[src/pkg/gpc_pkg.sv]
// constants, field layouts and mode codes of the eight-pin general-purpose port
// assumes a single 125 MHz clock and the plain register port of the port core
`default_nettype none

package gpc_pkg;

  ////////////////////////////////////////////////////////////////////////////////
  // sizes
  localparam int unsigned GPC_PADS   = 8;             // pins per port
  localparam int unsigned GPC_AW     = 5;             // register address width
  localparam int unsigned GPC_FULL_N = 2;             // pin with full clockless sensing

  ////////////////////////////////////////////////////////////////////////////////
  // register offsets
  localparam logic [4:0] GPC_OFF_WAY      = 5'h00;     // direction, +1 set, +2 clear, +3 toggle
  localparam logic [4:0] GPC_OFF_DRIVE    = 5'h04;     // drive value, +1 set, +2 clear, +3 toggle
  localparam logic [4:0] GPC_OFF_LEVEL    = 5'h08;     // sampled pin levels, read only
  localparam logic [4:0] GPC_OFF_IRQ_EN   = 5'h09;     // bit k enables vector k
  localparam logic [4:0] GPC_OFF_MASK0    = 5'h0a;     // pins feeding vector 0
  localparam logic [4:0] GPC_OFF_MASK1    = 5'h0b;     // pins feeding vector 1
  localparam logic [4:0] GPC_OFF_FLAGS    = 5'h0c;     // pending flags, write one to clear
  localparam logic [4:0] GPC_OFF_CFG_BASE = 5'h10;     // per-pad config, pin n at base + n

  ////////////////////////////////////////////////////////////////////////////////
  // per-pad config field layout
  localparam int unsigned GPC_CFG_SENSE_LSB = 0;      // [2:0] sense selection
  localparam int unsigned GPC_CFG_MODE_LSB  = 3;      // [5:3] output and pull mode
  localparam int unsigned GPC_CFG_INV_BIT   = 6;      // inverted input and output

  // sense codes
  localparam logic [2:0] GPC_SENSE_ANY  = 3'h0;
  localparam logic [2:0] GPC_SENSE_RISE = 3'h1;
  localparam logic [2:0] GPC_SENSE_FALL = 3'h2;
  localparam logic [2:0] GPC_SENSE_LOW  = 3'h3;
  localparam logic [2:0] GPC_SENSE_OFF  = 3'h4;       // digital input disabled

  // output and pull mode codes
  localparam logic [2:0] GPC_MODE_TOTEM = 3'h0;       // push-pull, input floats
  localparam logic [2:0] GPC_MODE_KEEP  = 3'h1;       // push-pull with bus-keeper
  localparam logic [2:0] GPC_MODE_PDN   = 3'h2;       // push-pull, pull-down on input
  localparam logic [2:0] GPC_MODE_PUP   = 3'h3;       // push-pull, pull-up on input
  localparam logic [2:0] GPC_MODE_WOR   = 3'h4;       // wired-or, no pull
  localparam logic [2:0] GPC_MODE_WAND  = 3'h5;       // wired-and, no pull
  localparam logic [2:0] GPC_MODE_WORPD = 3'h6;       // wired-or with pull-down
  localparam logic [2:0] GPC_MODE_WANPU = 3'h7;       // wired-and with pull-up

  ////////////////////////////////////////////////////////////////////////////////
  // values after reset
  localparam logic [7:0] GPC_RST_BYTE = 8'h00;        // every register clears
  localparam logic [1:0] GPC_RST_PAIR = 2'h0;         // flags and enables

endpackage : gpc_pkg

`default_nettype wire
[src/hdl/gpc_port.sv]
// eight-pin general-purpose port: direction, drive, pull modes, sampled levels,
// input sensing and two maskable interrupt vectors
// assumes pad_i comes from pins (synchronised here); clk_run_i is on-chip logic
// on clk_i that is high while the peripheral clock is present (low in sleep)
`default_nettype none

// Functional notes
// - direction bit one means output
// - drive bit sets output pin level
// - level readable both directions unless disabled
// - reset tri-states every pin at once
// - config picks totem, wired-and, wired-or, inversion
// - totem pulls only on input; plain floats
// - bus-keeper active in both directions
// - keeper pulls toward last pin level
// - wired modes keep pull in both directions
// - wired-or drives high, releases on zero
// - wired-or pull-down stays on as input
// - wired-and drives low, releases on one
// - wired-and pull-up stays on as input
// - input passes flop then level register
// - rise, fall, any-edge, low sensing raise requests
// - synchronous needs clock; clockless sensing wakes device
// - two vectors, own pin masks, need enable
// - synchronous edges sampled once before request
// - pin two latches every edge clocklessly
// - other pins clockless: any-edge, low only
// - low level requests while low, persist
module gpc_port
  import gpc_pkg::*;
(
  input  wire logic             clk_i,               // 125 MHz
  input  wire logic             arst_n_i,            // async reset, active low
  input  wire logic [4:0]       addr_i,              // register address
  input  wire logic [7:0]       wdata_i,             // write data
  input  wire logic             we_i,                // write strobe
  input  wire logic             re_i,                // read strobe
  output logic      [7:0]       rdata_o,             // read data, cycle after re_i
  input  wire logic             clk_run_i,           // peripheral clock present
  input  wire logic [7:0]       pad_i,               // pin levels
  output logic      [7:0]       pad_o,               // pin output value
  output logic      [7:0]       pad_oe_o,            // pin driven when high
  output logic      [7:0]       pad_pull_en_o,       // internal pull on
  output logic      [7:0]       pad_pull_up_o,       // pull toward high when set
  output logic                  wake_o,              // wake request while asleep
  output logic      [1:0]       pad_irq_request_o    // vector requests
);

  ////////////////////////////////////////////////////////////////////////////////
  // set, clear and toggle access on a byte register
  function automatic logic [7:0] gpc_rmw(input logic [7:0] cur, input logic [7:0] w, input logic [1:0] op);
    unique case (op)
      2'h0: gpc_rmw = w;                            // plain write
      2'h1: gpc_rmw = cur | w;                      // set
      2'h2: gpc_rmw = cur & ~w;                     // clear
      2'h3: gpc_rmw = cur ^ w;                      // toggle
    endcase
  endfunction

  // wired-and or wired-or code
  function automatic logic gpc_wired(input logic [2:0] mode);
    gpc_wired = mode[2];
  endfunction

  ////////////////////////////////////////////////////////////////////////////////
  // registers
  logic [7:0] pad_way_q;                            // direction bits
  logic [7:0] pad_drive_q;                          // drive value bits
  logic [7:0] per_pad_config_q [GPC_PADS];          // per-pad config
  logic [1:0] irq_en_q;                             // vector enables
  logic [7:0] irq_mask_q [2];                       // vector pin masks
  logic [1:0] irq_flag_q;                           // pending flags
  logic [7:0] sync_q;                               // first synchroniser stage
  logic [7:0] level_q;                              // sampled-level register
  logic [7:0] sense_prev_q;                         // sense value one cycle back
  logic [7:0] snap_q;                               // sense value at sleep entry
  logic       run_prev_q;                           // clk_run_i one cycle back
  logic [7:0] rdata_q;
  logic [7:0] pad_q, pad_oe_q, pull_en_q, pull_up_q;
  logic       wake_q;
  logic [1:0] irq_q;

  ////////////////////////////////////////////////////////////////////////////////
  // write decode
  wire        wr_way   = we_i && (addr_i[4:2] == GPC_OFF_WAY[4:2]);
  wire        wr_drive = we_i && (addr_i[4:2] == GPC_OFF_DRIVE[4:2]);
  wire        wr_en    = we_i && (addr_i == GPC_OFF_IRQ_EN);
  wire        wr_m0    = we_i && (addr_i == GPC_OFF_MASK0);
  wire        wr_m1    = we_i && (addr_i == GPC_OFF_MASK1);
  wire        wr_flag  = we_i && (addr_i == GPC_OFF_FLAGS);
  wire        wr_cfg   = we_i && (addr_i[4:3] == GPC_OFF_CFG_BASE[4:3]);
  wire [7:0]  way_d    = wr_way ? gpc_rmw(pad_way_q, wdata_i, addr_i[1:0]) : pad_way_q;
  wire [7:0]  drive_d  = wr_drive ? gpc_rmw(pad_drive_q, wdata_i, addr_i[1:0]) : pad_drive_q;
  wire        run_rise = clk_run_i && !run_prev_q;  // wake-up has ended

  ////////////////////////////////////////////////////////////////////////////////
  // per-pin decode
  logic [7:0] inv_w, dis_w, sense_w, hit_w, wake_pin_w, level_view_w;
  logic [7:0] oe_d, o_d, pen_d, pup_d;
  logic [7:0] tot_w, keep_w, putot_w, wor_w, wand_w, wpull_w;

  for (genvar n = 0; n < GPC_PADS; n++) begin : g_pin
    wire [2:0] sense_sel = per_pad_config_q[n][GPC_CFG_SENSE_LSB +: 3];
    wire [2:0] mode      = per_pad_config_q[n][GPC_CFG_MODE_LSB +: 3];
    wire       drv       = pad_drive_q[n] ^ inv_w[n];
    wire       rise      = sense_w[n] && !sense_prev_q[n];
    wire       fall      = !sense_w[n] && sense_prev_q[n];
    wire       full      = (n == GPC_FULL_N);
    wire       edge_ok   = clk_run_i || full;
    wire       is_any    = (sense_sel == GPC_SENSE_ANY);
    wire       is_low    = (sense_sel == GPC_SENSE_LOW);
    wire       edge_hit  = (is_any && (rise || fall)) ||
                           ((sense_sel == GPC_SENSE_RISE) && rise) ||
                           ((sense_sel == GPC_SENSE_FALL) && fall);
    // clockless any-edge on a limited pin only counts if the change outlived wake-up
    wire       late_hit  = !full && run_rise && is_any && (sense_w[n] != snap_q[n]);
    assign inv_w[n]        = per_pad_config_q[n][GPC_CFG_INV_BIT];
    assign dis_w[n]        = (sense_sel == GPC_SENSE_OFF);
    assign sense_w[n]      = (level_q[n] ^ inv_w[n]) && !dis_w[n];
    assign level_view_w[n] = sense_w[n];
    // low level requests only while clocked, so it must persist past wake-up
    assign hit_w[n]        = (edge_ok && edge_hit) || late_hit ||
                             (clk_run_i && is_low && !sense_w[n] && !dis_w[n]);
    // while asleep, any-edge or low on a pin in an enabled vector's mask wakes; request is decided later
    assign wake_pin_w[n]   = (is_any && (sense_w[n] != snap_q[n])) ||
                             (is_low && !sense_w[n] && !dis_w[n]);
    assign tot_w[n]   = !gpc_wired(mode);
    assign keep_w[n]  = (mode == GPC_MODE_KEEP);
    assign putot_w[n] = (mode == GPC_MODE_PDN) || (mode == GPC_MODE_PUP);
    assign wor_w[n]   = (mode == GPC_MODE_WOR) || (mode == GPC_MODE_WORPD);
    assign wand_w[n]  = (mode == GPC_MODE_WAND) || (mode == GPC_MODE_WANPU);
    assign wpull_w[n] = (mode == GPC_MODE_WORPD) || (mode == GPC_MODE_WANPU);
    // driver: totem follows direction, wired modes drive one level only
    assign oe_d[n] = tot_w[n] ? pad_way_q[n] :
                     wor_w[n] ? (pad_way_q[n] && drv) :
                                (pad_way_q[n] && !drv);
    assign o_d[n]  = tot_w[n] ? drv : wor_w[n];
    // pulls: totem pulls on input only, keeper and wired pulls always
    assign pen_d[n] = keep_w[n] || wpull_w[n] ||
                      (putot_w[n] && !pad_way_q[n]);
    assign pup_d[n] = keep_w[n] ? level_q[n] :
                      (mode == GPC_MODE_PUP) || (mode == GPC_MODE_WANPU);
  end

  ////////////////////////////////////////////////////////////////////////////////
  // vector request logic
  logic [1:0] set_w;
  for (genvar k = 0; k < 2; k++) begin : g_vec
    assign set_w[k] = irq_en_q[k] && |(hit_w & irq_mask_q[k]);
  end
  // a new event beats a clear in the same cycle
  wire [1:0] flag_d  = (irq_flag_q & ~(wr_flag ? wdata_i[1:0] : GPC_RST_PAIR)) | set_w;
  wire [7:0] vec_pins = (irq_en_q[0] ? irq_mask_q[0] : GPC_RST_BYTE) |
                        (irq_en_q[1] ? irq_mask_q[1] : GPC_RST_BYTE);
  wire       wake_d  = !clk_run_i && ((|(wake_pin_w & vec_pins)) || (|(irq_flag_q & irq_en_q)));

  ////////////////////////////////////////////////////////////////////////////////
  // read mux
  wire [7:0] cfg_rd = per_pad_config_q[addr_i[2:0]];
  wire [7:0] rd_mux = (addr_i[4:2] == GPC_OFF_WAY[4:2])     ? pad_way_q :
                      (addr_i[4:2] == GPC_OFF_DRIVE[4:2])   ? pad_drive_q :
                      (addr_i == GPC_OFF_LEVEL)             ? level_view_w :
                      (addr_i == GPC_OFF_IRQ_EN)            ? {6'h00, irq_en_q} :
                      (addr_i == GPC_OFF_MASK0)             ? irq_mask_q[0] :
                      (addr_i == GPC_OFF_MASK1)             ? irq_mask_q[1] :
                      (addr_i == GPC_OFF_FLAGS)             ? {6'h00, irq_flag_q} :
                      (addr_i[4:3] == GPC_OFF_CFG_BASE[4:3]) ? {1'b0, cfg_rd[6:0]} :
                                                              GPC_RST_BYTE;

  ////////////////////////////////////////////////////////////////////////////////
  // software-visible registers
  always_ff @(posedge clk_i or negedge arst_n_i) begin
    if (!arst_n_i) begin
      pad_way_q   <= GPC_RST_BYTE;
      pad_drive_q <= GPC_RST_BYTE;
      irq_en_q    <= GPC_RST_PAIR;
      irq_mask_q  <= '{default: GPC_RST_BYTE};
      irq_flag_q  <= GPC_RST_PAIR;
      rdata_q     <= GPC_RST_BYTE;
    end else begin
      pad_way_q   <= way_d;
      pad_drive_q <= drive_d;
      if (wr_en) irq_en_q <= wdata_i[1:0];
      if (wr_m0) irq_mask_q[0] <= wdata_i;
      if (wr_m1) irq_mask_q[1] <= wdata_i;
      irq_flag_q  <= flag_d;
      rdata_q     <= re_i ? rd_mux : GPC_RST_BYTE;
    end
  end

  // per-pad config array
  always_ff @(posedge clk_i or negedge arst_n_i) begin
    if (!arst_n_i) begin
      per_pad_config_q <= '{default: GPC_RST_BYTE};
    end else if (wr_cfg) begin
      per_pad_config_q[addr_i[2:0]] <= {1'b0, wdata_i[6:0]};
    end
  end

  ////////////////////////////////////////////////////////////////////////////////
  // input synchroniser and sense history
  always_ff @(posedge clk_i or negedge arst_n_i) begin
    if (!arst_n_i) begin
      sync_q       <= GPC_RST_BYTE;
      level_q      <= GPC_RST_BYTE;
      sense_prev_q <= GPC_RST_BYTE;
      snap_q       <= GPC_RST_BYTE;
      run_prev_q   <= 1'b0;
    end else begin
      sync_q       <= pad_i;
      level_q      <= sync_q;
      sense_prev_q <= sense_w;
      if (clk_run_i) snap_q <= sense_w;             // frozen while asleep
      run_prev_q   <= clk_run_i;
    end
  end

  ////////////////////////////////////////////////////////////////////////////////
  // pin drivers and request outputs, all from flops
  always_ff @(posedge clk_i or negedge arst_n_i) begin
    if (!arst_n_i) begin
      pad_q     <= GPC_RST_BYTE;
      pad_oe_q  <= GPC_RST_BYTE;
      pull_en_q <= GPC_RST_BYTE;
      pull_up_q <= GPC_RST_BYTE;
      wake_q    <= 1'b0;
      irq_q     <= GPC_RST_PAIR;
    end else begin
      pad_q     <= o_d;
      pad_oe_q  <= oe_d;
      pull_en_q <= pen_d;
      pull_up_q <= pup_d;
      wake_q    <= wake_d;
      irq_q     <= flag_d & irq_en_q;
    end
  end

  assign rdata_o           = rdata_q;
  assign pad_o             = pad_q;
  assign pad_oe_o          = pad_oe_q;
  assign pad_pull_en_o     = pull_en_q;
  assign pad_pull_up_o     = pull_up_q;
  assign wake_o            = wake_q;
  assign pad_irq_request_o = irq_q;

  ////////////////////////////////////////////////////////////////////////////////
  // checks
  property p_way_out;
    @(posedge clk_i) disable iff (!arst_n_i)
      1'b1 |=> ((pad_oe_o & $past(tot_w)) == ($past(pad_way_q) & $past(tot_w)));
  endproperty
  a_way_out: assert property (p_way_out) else $error("totem enable differs from direction");

  property p_drive_level;
    @(posedge clk_i) disable iff (!arst_n_i)
      1'b1 |=> ((pad_o & $past(tot_w)) == (($past(pad_drive_q) ^ $past(inv_w)) & $past(tot_w)));
  endproperty
  a_drive_level: assert property (p_drive_level) else $error("totem level differs from drive bit");

  property p_sync_delay;
    @(posedge clk_i) disable iff (!arst_n_i)
      $past(arst_n_i, 2) |-> (level_q == $past(pad_i, 2));
  endproperty
  a_sync_delay: assert property (p_sync_delay) else $error("sampled level not two cycles behind pin");

  property p_level_read;
    @(posedge clk_i) disable iff (!arst_n_i)
      (re_i && (addr_i == GPC_OFF_LEVEL)) |=> (rdata_o == $past(level_view_w));
  endproperty
  a_level_read: assert property (p_level_read) else $error("level read returns wrong value");

  property p_totem_pull;
    @(posedge clk_i) disable iff (!arst_n_i)
      1'b1 |=> ((pad_pull_en_o & $past(putot_w)) == (~$past(pad_way_q) & $past(putot_w)));
  endproperty
  a_totem_pull: assert property (p_totem_pull) else $error("totem pull not tied to input direction");

  property p_keeper;
    @(posedge clk_i) disable iff (!arst_n_i)
      1'b1 |=> (((pad_pull_en_o & $past(keep_w)) == $past(keep_w)) &&
                ((pad_pull_up_o & $past(keep_w)) == ($past(level_q) & $past(keep_w))));
  endproperty
  a_keeper: assert property (p_keeper) else $error("keeper not pulling to last level");

  property p_wired_or;
    @(posedge clk_i) disable iff (!arst_n_i)
      1'b1 |=> (((pad_oe_o & $past(wor_w)) ==
                 ($past(pad_way_q) & ($past(pad_drive_q) ^ $past(inv_w)) & $past(wor_w))) &&
                ((pad_o & $past(wor_w)) == $past(wor_w)));
  endproperty
  a_wired_or: assert property (p_wired_or) else $error("wired-or drive wrong");

  property p_wired_and;
    @(posedge clk_i) disable iff (!arst_n_i)
      1'b1 |=> (((pad_oe_o & $past(wand_w)) ==
                 ($past(pad_way_q) & ~($past(pad_drive_q) ^ $past(inv_w)) & $past(wand_w))) &&
                ((pad_o & $past(wand_w)) == 8'h00));
  endproperty
  a_wired_and: assert property (p_wired_and) else $error("wired-and drive wrong");

  property p_wired_pull;
    @(posedge clk_i) disable iff (!arst_n_i)
      1'b1 |=> ((pad_pull_en_o & $past(wpull_w)) == $past(wpull_w));
  endproperty
  a_wired_pull: assert property (p_wired_pull) else $error("wired pull dropped");

  property p_irq_enabled;
    @(posedge clk_i) disable iff (!arst_n_i)
      1'b1 |=> ((pad_irq_request_o & ~$past(irq_en_q)) == 2'h0);
  endproperty
  a_irq_enabled: assert property (p_irq_enabled) else $error("request from disabled vector");

  property p_hit_sets;
    @(posedge clk_i) disable iff (!arst_n_i)
      set_w[0] |=> (irq_flag_q[0] && pad_irq_request_o[0]);
  endproperty
  a_hit_sets: assert property (p_hit_sets) else $error("sensed event lost");

  property p_wake;
    @(posedge clk_i) disable iff (!arst_n_i)
      (!clk_run_i && |(irq_flag_q & irq_en_q)) |=> wake_o;
  endproperty
  a_wake: assert property (p_wake) else $error("pending request did not wake");

endmodule : gpc_port

`default_nettype wire

[config.mk]
export PLATFORM = sky130hd
export DESIGN_NAME = gpc_port
export DESIGN_NICKNAME = d
export VERILOG_FILES = /design/src/pkg/gpc_pkg.sv /design/src/hdl/gpc_port.sv
export SDC_FILE = /design/constraint.sdc
export NUM_CORES = 1
export LEC_CHECK = 0
export BUFFER_PORTS_ARGS = -buffer_cell sky130_fd_sc_hd__buf_2
export CAP_MARGIN = 20
export CORE_ASPECT_RATIO = 0.9
export CORE_MARGIN = 1
export CORE_UTILIZATION = 60
export CTS_BUF_LIST = sky130_fd_sc_hd__clkbuf_8
export DETAILED_ROUTE_END_ITERATION = 8
export GPL_TIMING_DRIVEN = 0
export PLACE_DENSITY_LB_ADDON = 0.2
export REMOVE_ABC_BUFFERS = 1
export SYNTH_ARGS = -nofsm -noshare
export SYNTH_HDL_FRONTEND = slang
export SYNTH_SLANG_ARGS = --single-unit
[constraint.sdc]
create_clock -name clk_i -period 3.15 [get_ports clk_i]
set_clock_uncertainty 0.05 [all_clocks]
set_input_delay 0.4725 -clock clk_i [delete_from_list [all_inputs] [get_ports clk_i]]
set_output_delay 0.4725 -clock clk_i [all_outputs]
set_load 0.03 [all_outputs]
# ---- Word-level counts from Yosys, hierarchy flattened
# Cells that the tools add are included.
dict set report classes {
  n_shift 0
  add_sub_neg 0
  magnitude_cmp 2
  mul 0
  n_mux 52
  n_bitwise 33
  reduce_logical 305
  div_mod_pow 0
  eq_ne 98
}
# operator n
set op_table {}
lappend op_table {{$logic_and 1x1->1} 153}
lappend op_table {{$eq 3x2->1 const B} 32}
lappend op_table {{$eq 3x3->1 const B} 32}
lappend op_table {{$logic_or 1x1->1} 96}
lappend op_table {{$mux 8} 10}
lappend op_table {{$bwmux 64} 1}
lappend op_table {{$pmux 8 s4} 2}
lappend op_table {{$eq 3x1->1 const B} 17}
lappend op_table {{$logic_not 1->1} 42}
lappend op_table {{$and 8x8->8} 5}
lappend op_table {{$mux 1} 32}
lappend op_table {{$mux 7} 4}
lappend op_table {{$logic_not 3->1} 9}
lappend op_table {{$eq 5x4->1 const B} 5}
lappend op_table {{$bmux 8 s3} 1}
lappend op_table {{$demux 8 s3} 1}
lappend op_table {{$or 8x8->8} 3}
lappend op_table {{$reduce_or 8->1} 3}
lappend op_table {{$xor 1x1->1} 16}
lappend op_table {{$xor 8x8->8} 2}
lappend op_table {{$ne 1x1->1} 8}
lappend op_table {{$not 8->8} 1}
lappend op_table {{$and 2x2->2} 3}
lappend op_table {{$eq 2x2->1 const B} 3}
lappend op_table {{9 further kinds} 9}
dict set report totals {
  mem_bits_ro 0
  memories 0
  inputBits 26
  output_inout_bits 43
  latchBits 0
  mem_bits_rw 0
  elab_cells 516
  reg_bits 176
}

# ---- Depth between registers and ports, before layout
# Gate-level depths: netlist of run 1.
dict set report depth {
  ltp_word 17
  ltp_mapped 10
  mapped_depth_nobuf 9
}

# ---- Least setup slack after synthesis of run 1
# Ideal clock, no wire load.
dict set report synth_timing {
  kind {reg-to-reg}
  startpoint {reg per_pad_config_q, in the netlist inv_w[7]}
  endpoint {reg irq_flag_q[0]}
  path_buffers 0
  synth_period_minus_slack_ns 2.292
  slack_ns 0.858
  setup_time_ns 0.141
  t_arrival_ns 2.101
  required_ns 2.959
  stages_incl_launch_ff 10
  path_cell_list {dfrtp_1 xnor2_1 a21oi_1 inv_1 ha_1 nor2_1 o311ai_0 o32ai_1 a221oi_1 a31oi_1}
}
dict set report synth_between {
  elab_chain_len 15
  word_cells_on_any_way 22
  classes_between {1 x eq/ne; 3 x bitwise; 18 x reduce/logical}
}
# element line_no
set synth_lines {}
lappend synth_lines {{start: declaration} gpc_port.sv:69} ;# logic [7:0] per_pad_config_q [GPC_PADS];
lappend synth_lines {{start signal: indexed assignment} gpc_port.sv:196} ;# per_pad_config_q[addr_i[2:0]] <= {1'b0, wdata_i[6:0]};
lappend synth_lines {{$xor 1x1->1 *} gpc_port.sv:119} ;# assign sense_w[n] = (level_q[n] ^ inv_w[n]) && !dis_w[n];
lappend synth_lines {{$logic_and 1x1->1 *} gpc_port.sv:119}
lappend synth_lines {{named net level_view_w[7]} gpc_port.sv:98} ;# logic [7:0] inv_w, dis_w, sense_w, hit_w, wake_pin_w, level_view_w;
lappend synth_lines {{$logic_not 1->1} {gpc_port.sv:107, gpc_port.sv:123}}
lappend synth_lines {{$logic_and 1x1->1} gpc_port.sv:107} ;# wire fall = !sense_w[n] && sense_prev_q[n];
lappend synth_lines {{$logic_or 1x1->1} gpc_port.sv:112} ;# wire edge_hit = (is_any && (rise || fall)) ||
lappend synth_lines {{$logic_and 1x1->1} gpc_port.sv:112}
lappend synth_lines {{$logic_or 1x1->1} gpc_port.sv:112}
lappend synth_lines {{$logic_or 1x1->1} gpc_port.sv:113} ;# ((sense_sel == GPC_SENSE_RISE) && rise) ||
lappend synth_lines {{$logic_and 1x1->1} gpc_port.sv:122} ;# assign hit_w[n] = (edge_ok && edge_hit) || late_hit ||
lappend synth_lines {{$logic_or 1x1->1} gpc_port.sv:122}
lappend synth_lines {{$logic_or 1x1->1 *} gpc_port.sv:122}
lappend synth_lines {{$and 8x8->8 *} gpc_port.sv:149} ;# assign set_w[k] = irq_en_q[k] && |(hit_w & irq_mask_q[k]);
lappend synth_lines {{$reduce_or 8->1 *} gpc_port.sv:149}
lappend synth_lines {{$logic_and 1x1->1 *} gpc_port.sv:149}
lappend synth_lines {{$or 2x2->2 *} gpc_port.sv:152} ;# wire [1:0] flag_d = (irq_flag_q & ~(wr_flag ? wdata_i[1:0] : GPC_RST_PAIR)) | set_w;
lappend synth_lines {{named net flag_d[0]} gpc_port.sv:152}
lappend synth_lines {{end signal: assignment} gpc_port.sv:186} ;# irq_flag_q <= flag_d;
lappend synth_lines {{end: declaration} gpc_port.sv:72} ;# logic [1:0] irq_flag_q;
# Mark *: on every way through the listed nets, which the timed path passes. The rest lies on a longest branch.
# A chain may end at the register's enable or synchronous reset.

# ---- Final worst setup path of run 1
dict set report layout_timing {
  startpoint {reg per_pad_config_q, in the netlist inv_w[3]}
  endpoint {reg irq_q[1], in the netlist pad_irq_request_o[1]}
}
dict set report layout_between {
  elab_chain_len 16
  word_cells_on_any_way 23
  classes_between {1 x eq/ne; 4 x bitwise; 18 x reduce/logical}
}
# element line_no
set layout_lines {}
lappend layout_lines {{$xor 1x1->1 *} gpc_port.sv:119}
lappend layout_lines {{$logic_and 1x1->1 *} gpc_port.sv:119}
lappend layout_lines {{$logic_not 1->1} {gpc_port.sv:107, gpc_port.sv:123}}
lappend layout_lines {{$logic_and 1x1->1} gpc_port.sv:107}
lappend layout_lines {{$logic_or 1x1->1} gpc_port.sv:112}
lappend layout_lines {{$logic_and 1x1->1} gpc_port.sv:112}
lappend layout_lines {{$logic_or 1x1->1} gpc_port.sv:112}
lappend layout_lines {{$logic_or 1x1->1} gpc_port.sv:113}
lappend layout_lines {{$logic_and 1x1->1} gpc_port.sv:122}
lappend layout_lines {{$logic_or 1x1->1} gpc_port.sv:122}
lappend layout_lines {{$logic_or 1x1->1 *} gpc_port.sv:122}
lappend layout_lines {{$and 8x8->8 *} gpc_port.sv:149}
lappend layout_lines {{$reduce_or 8->1 *} gpc_port.sv:149}
lappend layout_lines {{$logic_and 1x1->1 *} gpc_port.sv:149}
lappend layout_lines {{$or 2x2->2 *} gpc_port.sv:152}
lappend layout_lines {{$and 2x2->2 *} gpc_port.sv:234} ;# irq_q <= flag_d & irq_en_q;
lappend layout_lines {{end signal: assignment} gpc_port.sv:234}
lappend layout_lines {{end: declaration} gpc_port.sv:81} ;# logic [1:0] irq_q;
# Every way passes the cells marked *; elsewhere a longest branch is shown, timed or not.

==> results.tsv, run 1 <==
stage	metric	value	unit
power	netSwitchingPower	2.531	mW
final_layout	layout.nets	1023	
setup_path	cp_data_required_time	3.41	ns
global_route	grt_antenna_before_repair	0	
sta	holdWs	0.04604	ns
sta	final_min_period_over_clock_period	93.87	%
setup_path	critPathLaunchType	flip-flop	
sta	hold_viol_final	0	
yosys	synth_fa_ha_area_share	5.596	%
yosys	synth_top_family_by_area	compound AO/OA/AOI/OAI gates	
min_path	hold_path_class	in -> reg	
power	swShare	37.99	%
final_layout	drive_above_1_share	14.24	%
power	peakVddDrop	0.4196	mV
drt	detail_route.wl_per_cell	19.59	µm
drt	ant_nets	0	
global_route	grt_max_degree	98	
setup_path	critPathLaunch	inv_w[3]	
yosys	synth_edf_count	0	
clock_tree	root_buffer	clkbuf_8	
yosys	synth_xor_area_share	3.426	%
final_layout	layout_commonest_cell	dfrtp_1	
status	status	complete, no violations	
drt	via_count	7298	
clock_tree	clk_pin_slew	0.09	ns
global_route	grtUsageTotal	30.44	%
sta	fmax	338.2	MHz
drt	drtIter0Drc	743	
floorplan	coreArea	14820	µm²
setup_path	slowest_delay	0.63	ns
setup_path	critPathSlowestCell	xnor2_1	
setup_path	critPathKind	reg -> reg	
setup_path	cp_cell_sequence	xnor2_1 > a21o_1 > ha_1 > nor2_1 > o311ai_1 > nor3b_1 > nor4_1 > a31oi_1	
yosys	postSynthAreaPerCell	10.19	µm²
final_layout	utilization	68.19	%
setup_path	r2r_end	pad_irq_request_o[1]	
floorplan	start_util	61.86	%
setup_path	r2r_slack	0.19	ns
power	powerDensity	659.4	nW/µm²
drt	drtPass1Iterations	5	
setup_path	r2r_start	inv_w[3]	
global_route	grt_pass1_vias	6691	
power	clkPwrFrac	22.4	%
floorplan	die_height	119.3	µm
power	p_int	4.131	mW
yosys	yosys_most_used_dff	dfrtp_1	
clock_tree	clk_path_buf_depth	2	
placed_design	io_buffers	68	
yosys	synth_mux_area_share	13.14	%
yosys	yosysWarnings	0	
yosys	synth_cells	900	
flow_run	max-cap-violations	0	
floorplan	num_rows	42	
setup_path	worstPathArrival	3.21	ns
final_layout	layout.area.seq	4204	µm²
yosys	syn_area	9168	µm²
power	combPwrFrac	31.2	%
setup_path	r2r_cells	8	
sta	tightest_slew	0.9136	ns
drt	totalWireLength	22.86	mm
setup_path	critical_path.endpoint	pad_irq_request_o[1]	
floorplan	die-area	15780	µm²
final_layout	area_delta_synth_final	10.22	%
sta	min_period	2.957	ns
placed_design	gp_congestion	0.9066	
power	p_seq_share	46.4	%
placed_design	dp_hpwl	15.94	mm
yosys	async_reset_ff_share	100.0	%
yosys	seq_area_frac_synth	45.86	%
clock_tree	cts_buffers	17	
final_layout	multi_input_area	4627	µm²
yosys	synth-seq-cells	168	
drt	route.detailed.drc	0	
sta	slew_violations	0	
floorplan	num_io_pins	69	
final_layout	mostFrequentLayoutCells	dfrtp_1, a21oi_1, nor2_1, buf_2, nand2_1	
clock_tree	clock-sinks	168	
setup_path	worst-path-max-fanout	4	
yosys	synth_compound_area_share	16.73	%
clock_tree	cts_setup_buffers	0	
sta	grt_setup_unrepaired	false	
yosys	synthDistinctLibCells	68	
sta	report.final.setup_viol	0	
setup_path	end_kind	flip-flop	
clock_tree	clk_latency	0.48	ns
drt	vias_per_cell	6.254	
clock_tree	cts_tree	done	
power	leakagePower	4.678	nW
sta	maxSlewHeadroom	38.87	%
clock_tree	cts.htree.levels	4	
global_route	gr-total-overflow	0	
final_layout	fillers	1233	
yosys	synthSimpleGateAreaFrac	11.53	%
global_route	grt_pass1_wl	36.27	mm
floorplan	die_w	132.3	µm
final_layout	antennaDiodeCount	0	
==> cell type report <==
class	instances	share of cell area (%)
multi-input cells	646	45.79
clock buffers	19	2.588
well taps	198	2.452
flip-flops and latches	168	41.60
clock inverters	13	1.189
repair buffers	74	4.557
inverters	49	1.820
==> worst min-delay path by stage <==
stage	endpoint	depth (start not counted)	slack, ns	start
2_1_floorplan	g_pin[0].mode[0]	0	0.13	arst_n_i
3_5_place_dp	level_q[1]	0	0.29	sync_q[1]
3_3_place_gp	level_q[5]	0	0.28	sync_q[5]
6_report	sync_q[7]	1	0.05	pad_i[7]
5_1_grt	sync_q[5]	1	0.01	pad_i[5]
4_1_cts	sync_q[5]	1	0.02	pad_i[5]
==> power by group through the flow <==
| stage | registers, mW | logic, mW | clock network, mW |
|---|---|---|---|
| 6_report | 3.09 | 2.08 | 1.49 |
| 5_1_grt | 3.16 | 2.28 | 1.62 |
| 4_1_cts | 3.08 | 2.06 | 1.53 |
| 3_5_place_dp | 3.12 | 2.05 | 0 |
| 3_3_place_gp | 3.11 | 1.97 | 0 |
| 2_1_floorplan | 3.26 | 1.21 | 0 |
==> synth_stat cells, types with 9 or more instances <==
cell	number	area share, %
mux2_1	54	6.6
and2_1	12	0.82
nor2_1	79	3.2
clkbuf_1	22	0.90
o21ai_1	34	1.9
a22oi_1	10	0.82
a21oi_1	86	4.7
nor2b_1	15	1.0
xor2_1	11	1.1
nand2_1	57	2.3
a211oi_1	16	1.3
or3_1	9	0.61
mux2_2	21	2.6
inv_1	48	2.0
mux2i_1	27	2.9
xnor2_1	17	1.6
a31oi_1	15	1.0
nand2b_1	11	0.75
o21ai_0	32	1.7
ha_1	41	5.6
dfrtp_1	168	46
==> through the flow <==
| stage | setup TNS [ns] | std cells | instance area, µm² | total power [mW] | setup WS (ns) |
|---|---|---|---|---|---|
| 2_1_floorplan | 0 | 863 | 9011 | 4.472 | 0.8579 |
| 4_1_cts | 0 | 1165 | 10070 | 6.671 | 0.2794 |
| 5_1_grt | 0 | 1167 | 10100 | 7.063 | 0.04101 |
| 3_5_place_dp | 0 | 1132 | 9678 | 5.169 | 0.05714 |
| 3_3_place_gp | -165.38 | 1129 | 9599 | 5.075 | -0.9814 |
| 6_report | 0 | 1167 | 10100 | 6.663 | 0.1929 |
==> layer usage <==
metal	routed length (µm)	track usage, %
met3	1671	6.939
met1	10310	43.23
met4	630	12.00
met2	10250	45.34
met5	0	0
==> cells by family after synthesis <==
logic type,after synthesis
buf+inv,86
mux,106
fa+ha+maj,41
compound gates,249
flops,168
simple gates,219
xor+xnor,31
==> worst max-delay path, delay by kind of cell, from the launching register on <==
kind            cells  cell delay [ns]
compound gates      3             0.93
xor+xnor            1             0.63
simple gates        3             0.61
flops               1             0.43
fa+ha+maj           1             0.15
==> what timing repair did <==
| item | CTS | global route |
|---|---|---|
| setup endpoints to repair | 0 | 1 |
| resized for setup | 0 | 1 |
| hold buffers | 1 | 0 |
| hold endpoints to repair | 71 | 0 |
Note: power is estimated with default switching activity, not from simulation.
==> inputs of run 2 (changes only) <==
--- a/config.mk
+++ b/config.mk
@@ -13,6 +13,7 @@
 export CTS_BUF_LIST = sky130_fd_sc_hd__clkbuf_8
 export DETAILED_ROUTE_END_ITERATION = 8
 export GPL_TIMING_DRIVEN = 0
+export MAX_ROUTING_LAYER = met4
 export PLACE_DENSITY_LB_ADDON = 0.2
 export REMOVE_ABC_BUFFERS = 1
 export SYNTH_ARGS = -nofsm -noshare
==> results.tsv, run 2 (synthesis gave the netlist of run 1 again) <==
stage	metric	value	unit
status	status	complete, no violations	
final_layout	layout_commonest_cell	dfrtp_1	
setup_path	r2r_slack	0.22	ns
min_path	hold_depth	1	
drt	wl_met3	1.653	mm
setup_path	cp.depth	9	
placed_design	dp_hpwl	15.86	mm
setup_path	critPathSlowestCell	a21oi_1	
setup_path	critPathLaunchType	flip-flop	
final_layout	layout.nets	1023	
drt	drtPass1Iterations	8	
clock_tree	clk_path_buf_depth	2	
sta	fmax	341.7	MHz
drt	drtIter0Drc	795	
final_layout	drive_above_1_share	14.04	%
floorplan	die_height	119.3	µm
setup_path	cp_cell_sequence	xnor2_1 > a21oi_1 > inv_1 > ha_1 > nor2_1 > o311ai_0 > o32ai_1 > a221oi_1 > a31oi_1	
global_route	grt_antenna_before_repair	0	
global_route	grtUsageTotal	31.65	%
min_path	hold_start	pad_i[1]	
final_layout	fillers	1179	
clock_tree	clk_latency	0.48	ns
drt	totalWireLength	22.97	mm
clock_tree	cts.hold.buffers_added	1	
sta	maxSlewHeadroom	39.71	%
clock_tree	root_buffer	clkbuf_8	
setup_path	slowest_delay	0.48	ns
clock_tree	cts_setup_buffers	0	
clock_tree	clock-sinks	168	
drt	dr.max_layer_used	met4	
clock_tree	clk_pin_slew	0.09	ns
drt	detail_route.wl_per_cell	19.68	µm
drt	vias_per_cell	6.168	
final_layout	mostFrequentLayoutCells	dfrtp_1, a21oi_1, nor2_1, buf_2, nand2_1	
setup_path	end_kind	flip-flop	
setup_path	critPathKind	reg -> reg	
sta	min_period	2.927	ns
sta	grt_setup_unrepaired	false	
setup_path	cp_top_family	compound AO/OA/AOI/OAI gates	
power	leakagePower	4.688	nW
setup_path	r2r_end	pad_irq_request_o[0]	
setup_path	r2r_cells	9	
clock_tree	cts_tree	done	
global_route	grt_pass1_wl	36.58	mm
floorplan	die_w	132.3	µm
floorplan	num_io_pins	69	
placed_design	placed_cells	1132	
floorplan	start_util	61.86	%
sta	slew_violations	0	
setup_path	cp_data_required_time	3.41	ns
drt	via_count	7198	
final_layout	antennaDiodeCount	0	
power	powerDensity	664.3	nW/µm²
placed_design	io_buffers	68	
setup_path	r2r_start	level_q[4]	
global_route	grt_max_degree	102	
setup_path	worstPathArrival	3.19	ns
drt	route.met2.wl	10.53	mm
drt	route.detailed.drc	0	
global_route	gr-total-overflow	0	
sta	report.final.setup_viol	0	
floorplan	die-area	15780	µm²
floorplan	coreArea	14820	µm²
clock_tree	ctsResizeCount	0	
placed_design	gp_congestion	0.9396	
clock_tree	cts.htree.levels	4	
final_layout	area_delta_synth_final	10.25	%
drt	drt-met1-wl	10.37	mm
floorplan	num_rows	42	
sta	hold_viol_final	0	
min_path	hold_path_end	sync_q[1]	
power	peakVddDrop	0.4016	mV
min_path	hold_path_class	in -> reg	
final_layout	instances_no_fill	1167	
sta	tns	0	ns
drt	ant_nets	0	
setup_path	critPathLaunch	level_q[4]	
sta	final_min_period_over_clock_period	92.91	%
final_layout	layout.area.seq	4204	µm²
sta	tightest_slew	0.9009	ns
flow_run	max-cap-violations	0	
global_route	grt_pass1_vias	6672	
setup_path	cp.buffers_inverters	1	
setup_path	worst-path-max-fanout	4	
clock_tree	cts_buffers	17	
final_layout	multi_input_area	4623	µm²
==> run 2: cell types whose count changed in the layout (fill, tap and decap cells not counted), sizes merged <==
cell,previous run,this run
clkbuf,19,17
clkinvlp,2,1
inv,53,55
bufinv,1,2
==> run 2: how the worst max path moves through the flow <==
stage,to,slack [ns]
after CTS,pad_irq_request_o[0],0.30
after global placement,g_pin[7].sense_sel[1],-0.98
after global routing,pad_irq_request_o[0],0.02
after detailed placement,rdata_o[1],0.04
final,pad_irq_request_o[0],0.22
after floorplan,irq_flag_q[0],0.86
==> run 2: layout make-up <==
class / count / area share, %
clock buffers: 17 / 2.315
clock inverters: 15 / 1.523
inverters: 49 / 1.820
multi-input cells: 646 / 45.74
flip-flops and latches: 168 / 41.59
well taps: 198 / 2.451
repair buffers: 74 / 4.556
==> run 2: per-stage QoR <==
stage          instance area (µm²)  setup WS, ns  total power [mW]  hold slack (ns)  util, %
2_1_floorplan                 9011        0.8579             4.472           0.1269        -
3_3_place_gp                  9599       -0.9838             5.078           0.2816    64.78
3_5_place_dp                  9678       0.04215             5.170           0.2855    65.31
4_1_cts                      10080        0.3010             6.716          0.02518    67.99
5_1_grt                      10110       0.02398             7.117          0.02426    68.20
6_report                     10110        0.2234             6.714          0.04861    68.20
==> run 2: routing by layer <==
layer / track usage, % / vias to the layer above
li1: - / 3339
met1: 44.69 / 3521
met2: 46.69 / 303
met3: 5.790 / 35
met4: 9.555 / 0
met5: - / -
==> run 2: power by group <==
part	switching [mW]	internal, mW
logic	1.22	0.856
registers	0.500	2.60
clock network	0.833	0.709
total	2.55	4.17
==> inputs of run 3 (changes only) <==
--- a/config.mk
+++ b/config.mk
@@ -12,7 +12,7 @@
 export CORE_UTILIZATION = 60
 export CTS_BUF_LIST = sky130_fd_sc_hd__clkbuf_8
 export DETAILED_ROUTE_END_ITERATION = 8
-export GPL_TIMING_DRIVEN = 0
+export GPL_TIMING_DRIVEN = 1
 export MAX_ROUTING_LAYER = met4
 export PLACE_DENSITY_LB_ADDON = 0.2
 export REMOVE_ABC_BUFFERS = 1
==> results.tsv, run 3 (synthesis gave the netlist of run 1 again) <==
stage	metric	value	unit
status	status	complete, no violations	
sta	tns	0	ns
drt	vias_per_cell	6.132	
clock_tree	cts.htree.levels	4	
setup_path	worstPathArrival	2.89	ns
final_layout	drive_above_1_share	15.89	%
power	swShare	37.98	%
floorplan	die-area	15780	µm²
drt	ant_nets	0	
global_route	grt_pass1_vias	6820	
drt	totalWireLength	24.02	mm
sta	min_period	2.608	ns
clock_tree	clock-sinks	168	
clock_tree	clk_path_buf_depth	2	
sta	grt_setup_unrepaired	false	
power	clkPwrFrac	23.0	%
final_layout	antennaDiodeCount	0	
global_route	gr-total-overflow	0	
drt	route.detailed.drc	0	
sta	fmax	383.4	MHz
drt	detail_route.wl_per_cell	20.25	µm
sta	hold_viol_final	0	
final_layout	area_delta_synth_final	11.44	%
floorplan	num_rows	42	
drt	drtIter0Drc	651	
final_layout	layout.nets	1042	
setup_path	cp_cell_sequence	xnor2_1 > a21oi_1 > inv_1 > ha_1 > nor2_1 > o311ai_0 > o32ai_1 > a221oi_1 > a31oi_1	
min_path	hold_path_end	sync_q[1]	
global_route	grt_antenna_before_repair	0	
power	combPwrFrac	30.8	%
setup_path	critPathKind	reg -> reg	
setup_path	r2r_start	inv_w[4]	
sta	report.final.setup_viol	0	
drt	via_count	7273	
power	peakVddDrop	0.5321	mV
placed_design	gp_congestion	0.9390	
final_layout	layout_commonest_cell	dfrtp_1	
global_route	grt_pass1_wl	38.40	mm
clock_tree	root_buffer	clkbuf_8	
setup_path	critPathSlowestCell	dfrtp_1	
sta	final_min_period_over_clock_period	82.80	%
placed_design	io_buffers	68	
setup_path	worst-path-max-fanout	4	
sta	holdWs	0.04604	ns
clock_tree	cts_tree	done	
min_path	hold_path_class	in -> reg	
sta	maxSlewHeadroom	49.42	%
setup_path	end_kind	flip-flop	
setup_path	critPathLaunchType	flip-flop	
setup_path	cp_data_required_time	3.44	ns
power	p_int	4.198	mW
setup_path	cp_top_family	compound AO/OA/AOI/OAI gates	
drt	drtPass1Iterations	6	
final_layout	fillers	1190	
floorplan	die_height	119.3	µm
global_route	grt_max_degree	70	
clock_tree	clk_pin_slew	0.09	ns
power	netSwitchingPower	2.572	mW
floorplan	coreArea	14820	µm²
setup_path	slowest_delay	0.43	ns
setup_path	r2r_end	pad_irq_request_o[0]	
clock_tree	cts_setup_buffers	0	
floorplan	start_util	61.86	%
placed_design	dp_hpwl	17.35	mm
min_path	hold_depth	1	
floorplan	num_io_pins	69	
min_path	hold_start	pad_i[1]	
flow_run	max-cap-violations	0	
sta	tightest_slew	0.7586	ns
setup_path	r2r_cells	9	
power	powerDensity	662.7	nW/µm²
global_route	grtUsageTotal	33.34	%
final_layout	mostFrequentLayoutCells	dfrtp_1, a21oi_1, nor2_1, buf_2, nand2_1	
power	design_power_total	6.770	mW
clock_tree	clk_latency	0.48	ns
floorplan	die_w	132.3	µm
setup_path	cp.buffers_inverters	1	
clock_tree	cts_buffers	17	
power	p_seq_share	46.2	%
sta	slew_violations	0	
setup_path	r2r_slack	0.54	ns
power	leakagePower	4.761	nW
## run 3: cell count changes in the layout (fill, tap and decap cells not counted)
cell,change
inv_8,-1
clkinv_2,+1
clkinvlp_4,+1
inv_1,-2
buf_8,-1
buf_16,-2
buf_4,+21
buf_2,+1
buf_12,+1
clkbuf_8,+1
buf_6,-1
## run 3: layout make-up
| class | instances | area (µm²) | share of cell area, % |
|---|---|---|---|
| Clock buffer | 18 | 247.7 | 2.425 |
| Clock inverter | 14 | 147.6 | 1.445 |
| Inverter | 49 | 183.9 | 1.800 |
| Multi-Input combinational cell | 646 | 4623 | 45.25 |
| Sequential cell | 168 | 4204 | 41.15 |
| Tap cell | 198 | 247.7 | 2.425 |
| Timing Repair Buffer | 93 | 561.8 | 5.499 |
## run 3: worst reg2reg max path: stages, from the launching register on
cell and delay (ns):
dfrtp_1 0.43, xnor2_1 0.25, a21oi_1 0.29, inv_1 0.08, ha_1 0.28, nor2_1 0.03, o311ai_0 0.31, o32ai_1 0.21
a221oi_1 0.39, a31oi_1 0.15
## run 3: stage by stage
| stage | setup WS, ns | std cells | cell area [µm²] | util [%] |
|---|---|---|---|---|
| CTS | 0.5490 | 1186 | 10220 | 68.94 |
| global placement | 0.6296 | 1153 | 9811 | 66.20 |
| detailed placement | 0.5705 | 1153 | 9811 | 66.20 |
| floorplan | 0.8579 | 863 | 9011 | - |
| global route | 0.1656 | 1186 | 10220 | 68.94 |
| finish | 0.5417 | 1186 | 10220 | 68.94 |
## run 3: worst max-delay path by stage
stage / cells after the start / endpoint / from
after floorplan: 9 / irq_flag_q[0] / inv_w[7]
after global placement: 6 / rdata_o[1] / addr_i[0]
after detailed placement: 9 / irq_flag_q[0] / inv_w[7]
after CTS: 9 / pad_irq_request_o[0] / inv_w[7]
after global routing: 9 / pad_irq_request_o[0] / inv_w[7]
final: 9 / pad_irq_request_o[0] / inv_w[4]
## run 3: what timing repair did
item	4_1_cts	5_1_grt
hold buffers	1	0
hold endpoints to repair	28	0
resized for setup	0	0
## run 3: power groups by stage
stage | clock network (mW) | logic, mW | registers, mW
after detailed placement | 0 | 2.06 | 3.15
final | 1.56 | 2.09 | 3.13
after global placement | 0 | 2.01 | 3.14
after CTS | 1.57 | 2.08 | 3.11
after global routing | 1.66 | 2.31 | 3.19
after floorplan | 0 | 1.21 | 3.26
## run 3: routing by layer
layer  vias up  routed length (µm)  global-route usage, %
met5         -                   0                      -
met4         0                 542                  9.986
met3        44                1784                  7.152
met2       296               10860                  49.04
met1      3555               10830                  46.59
li1       3378                   -                      -
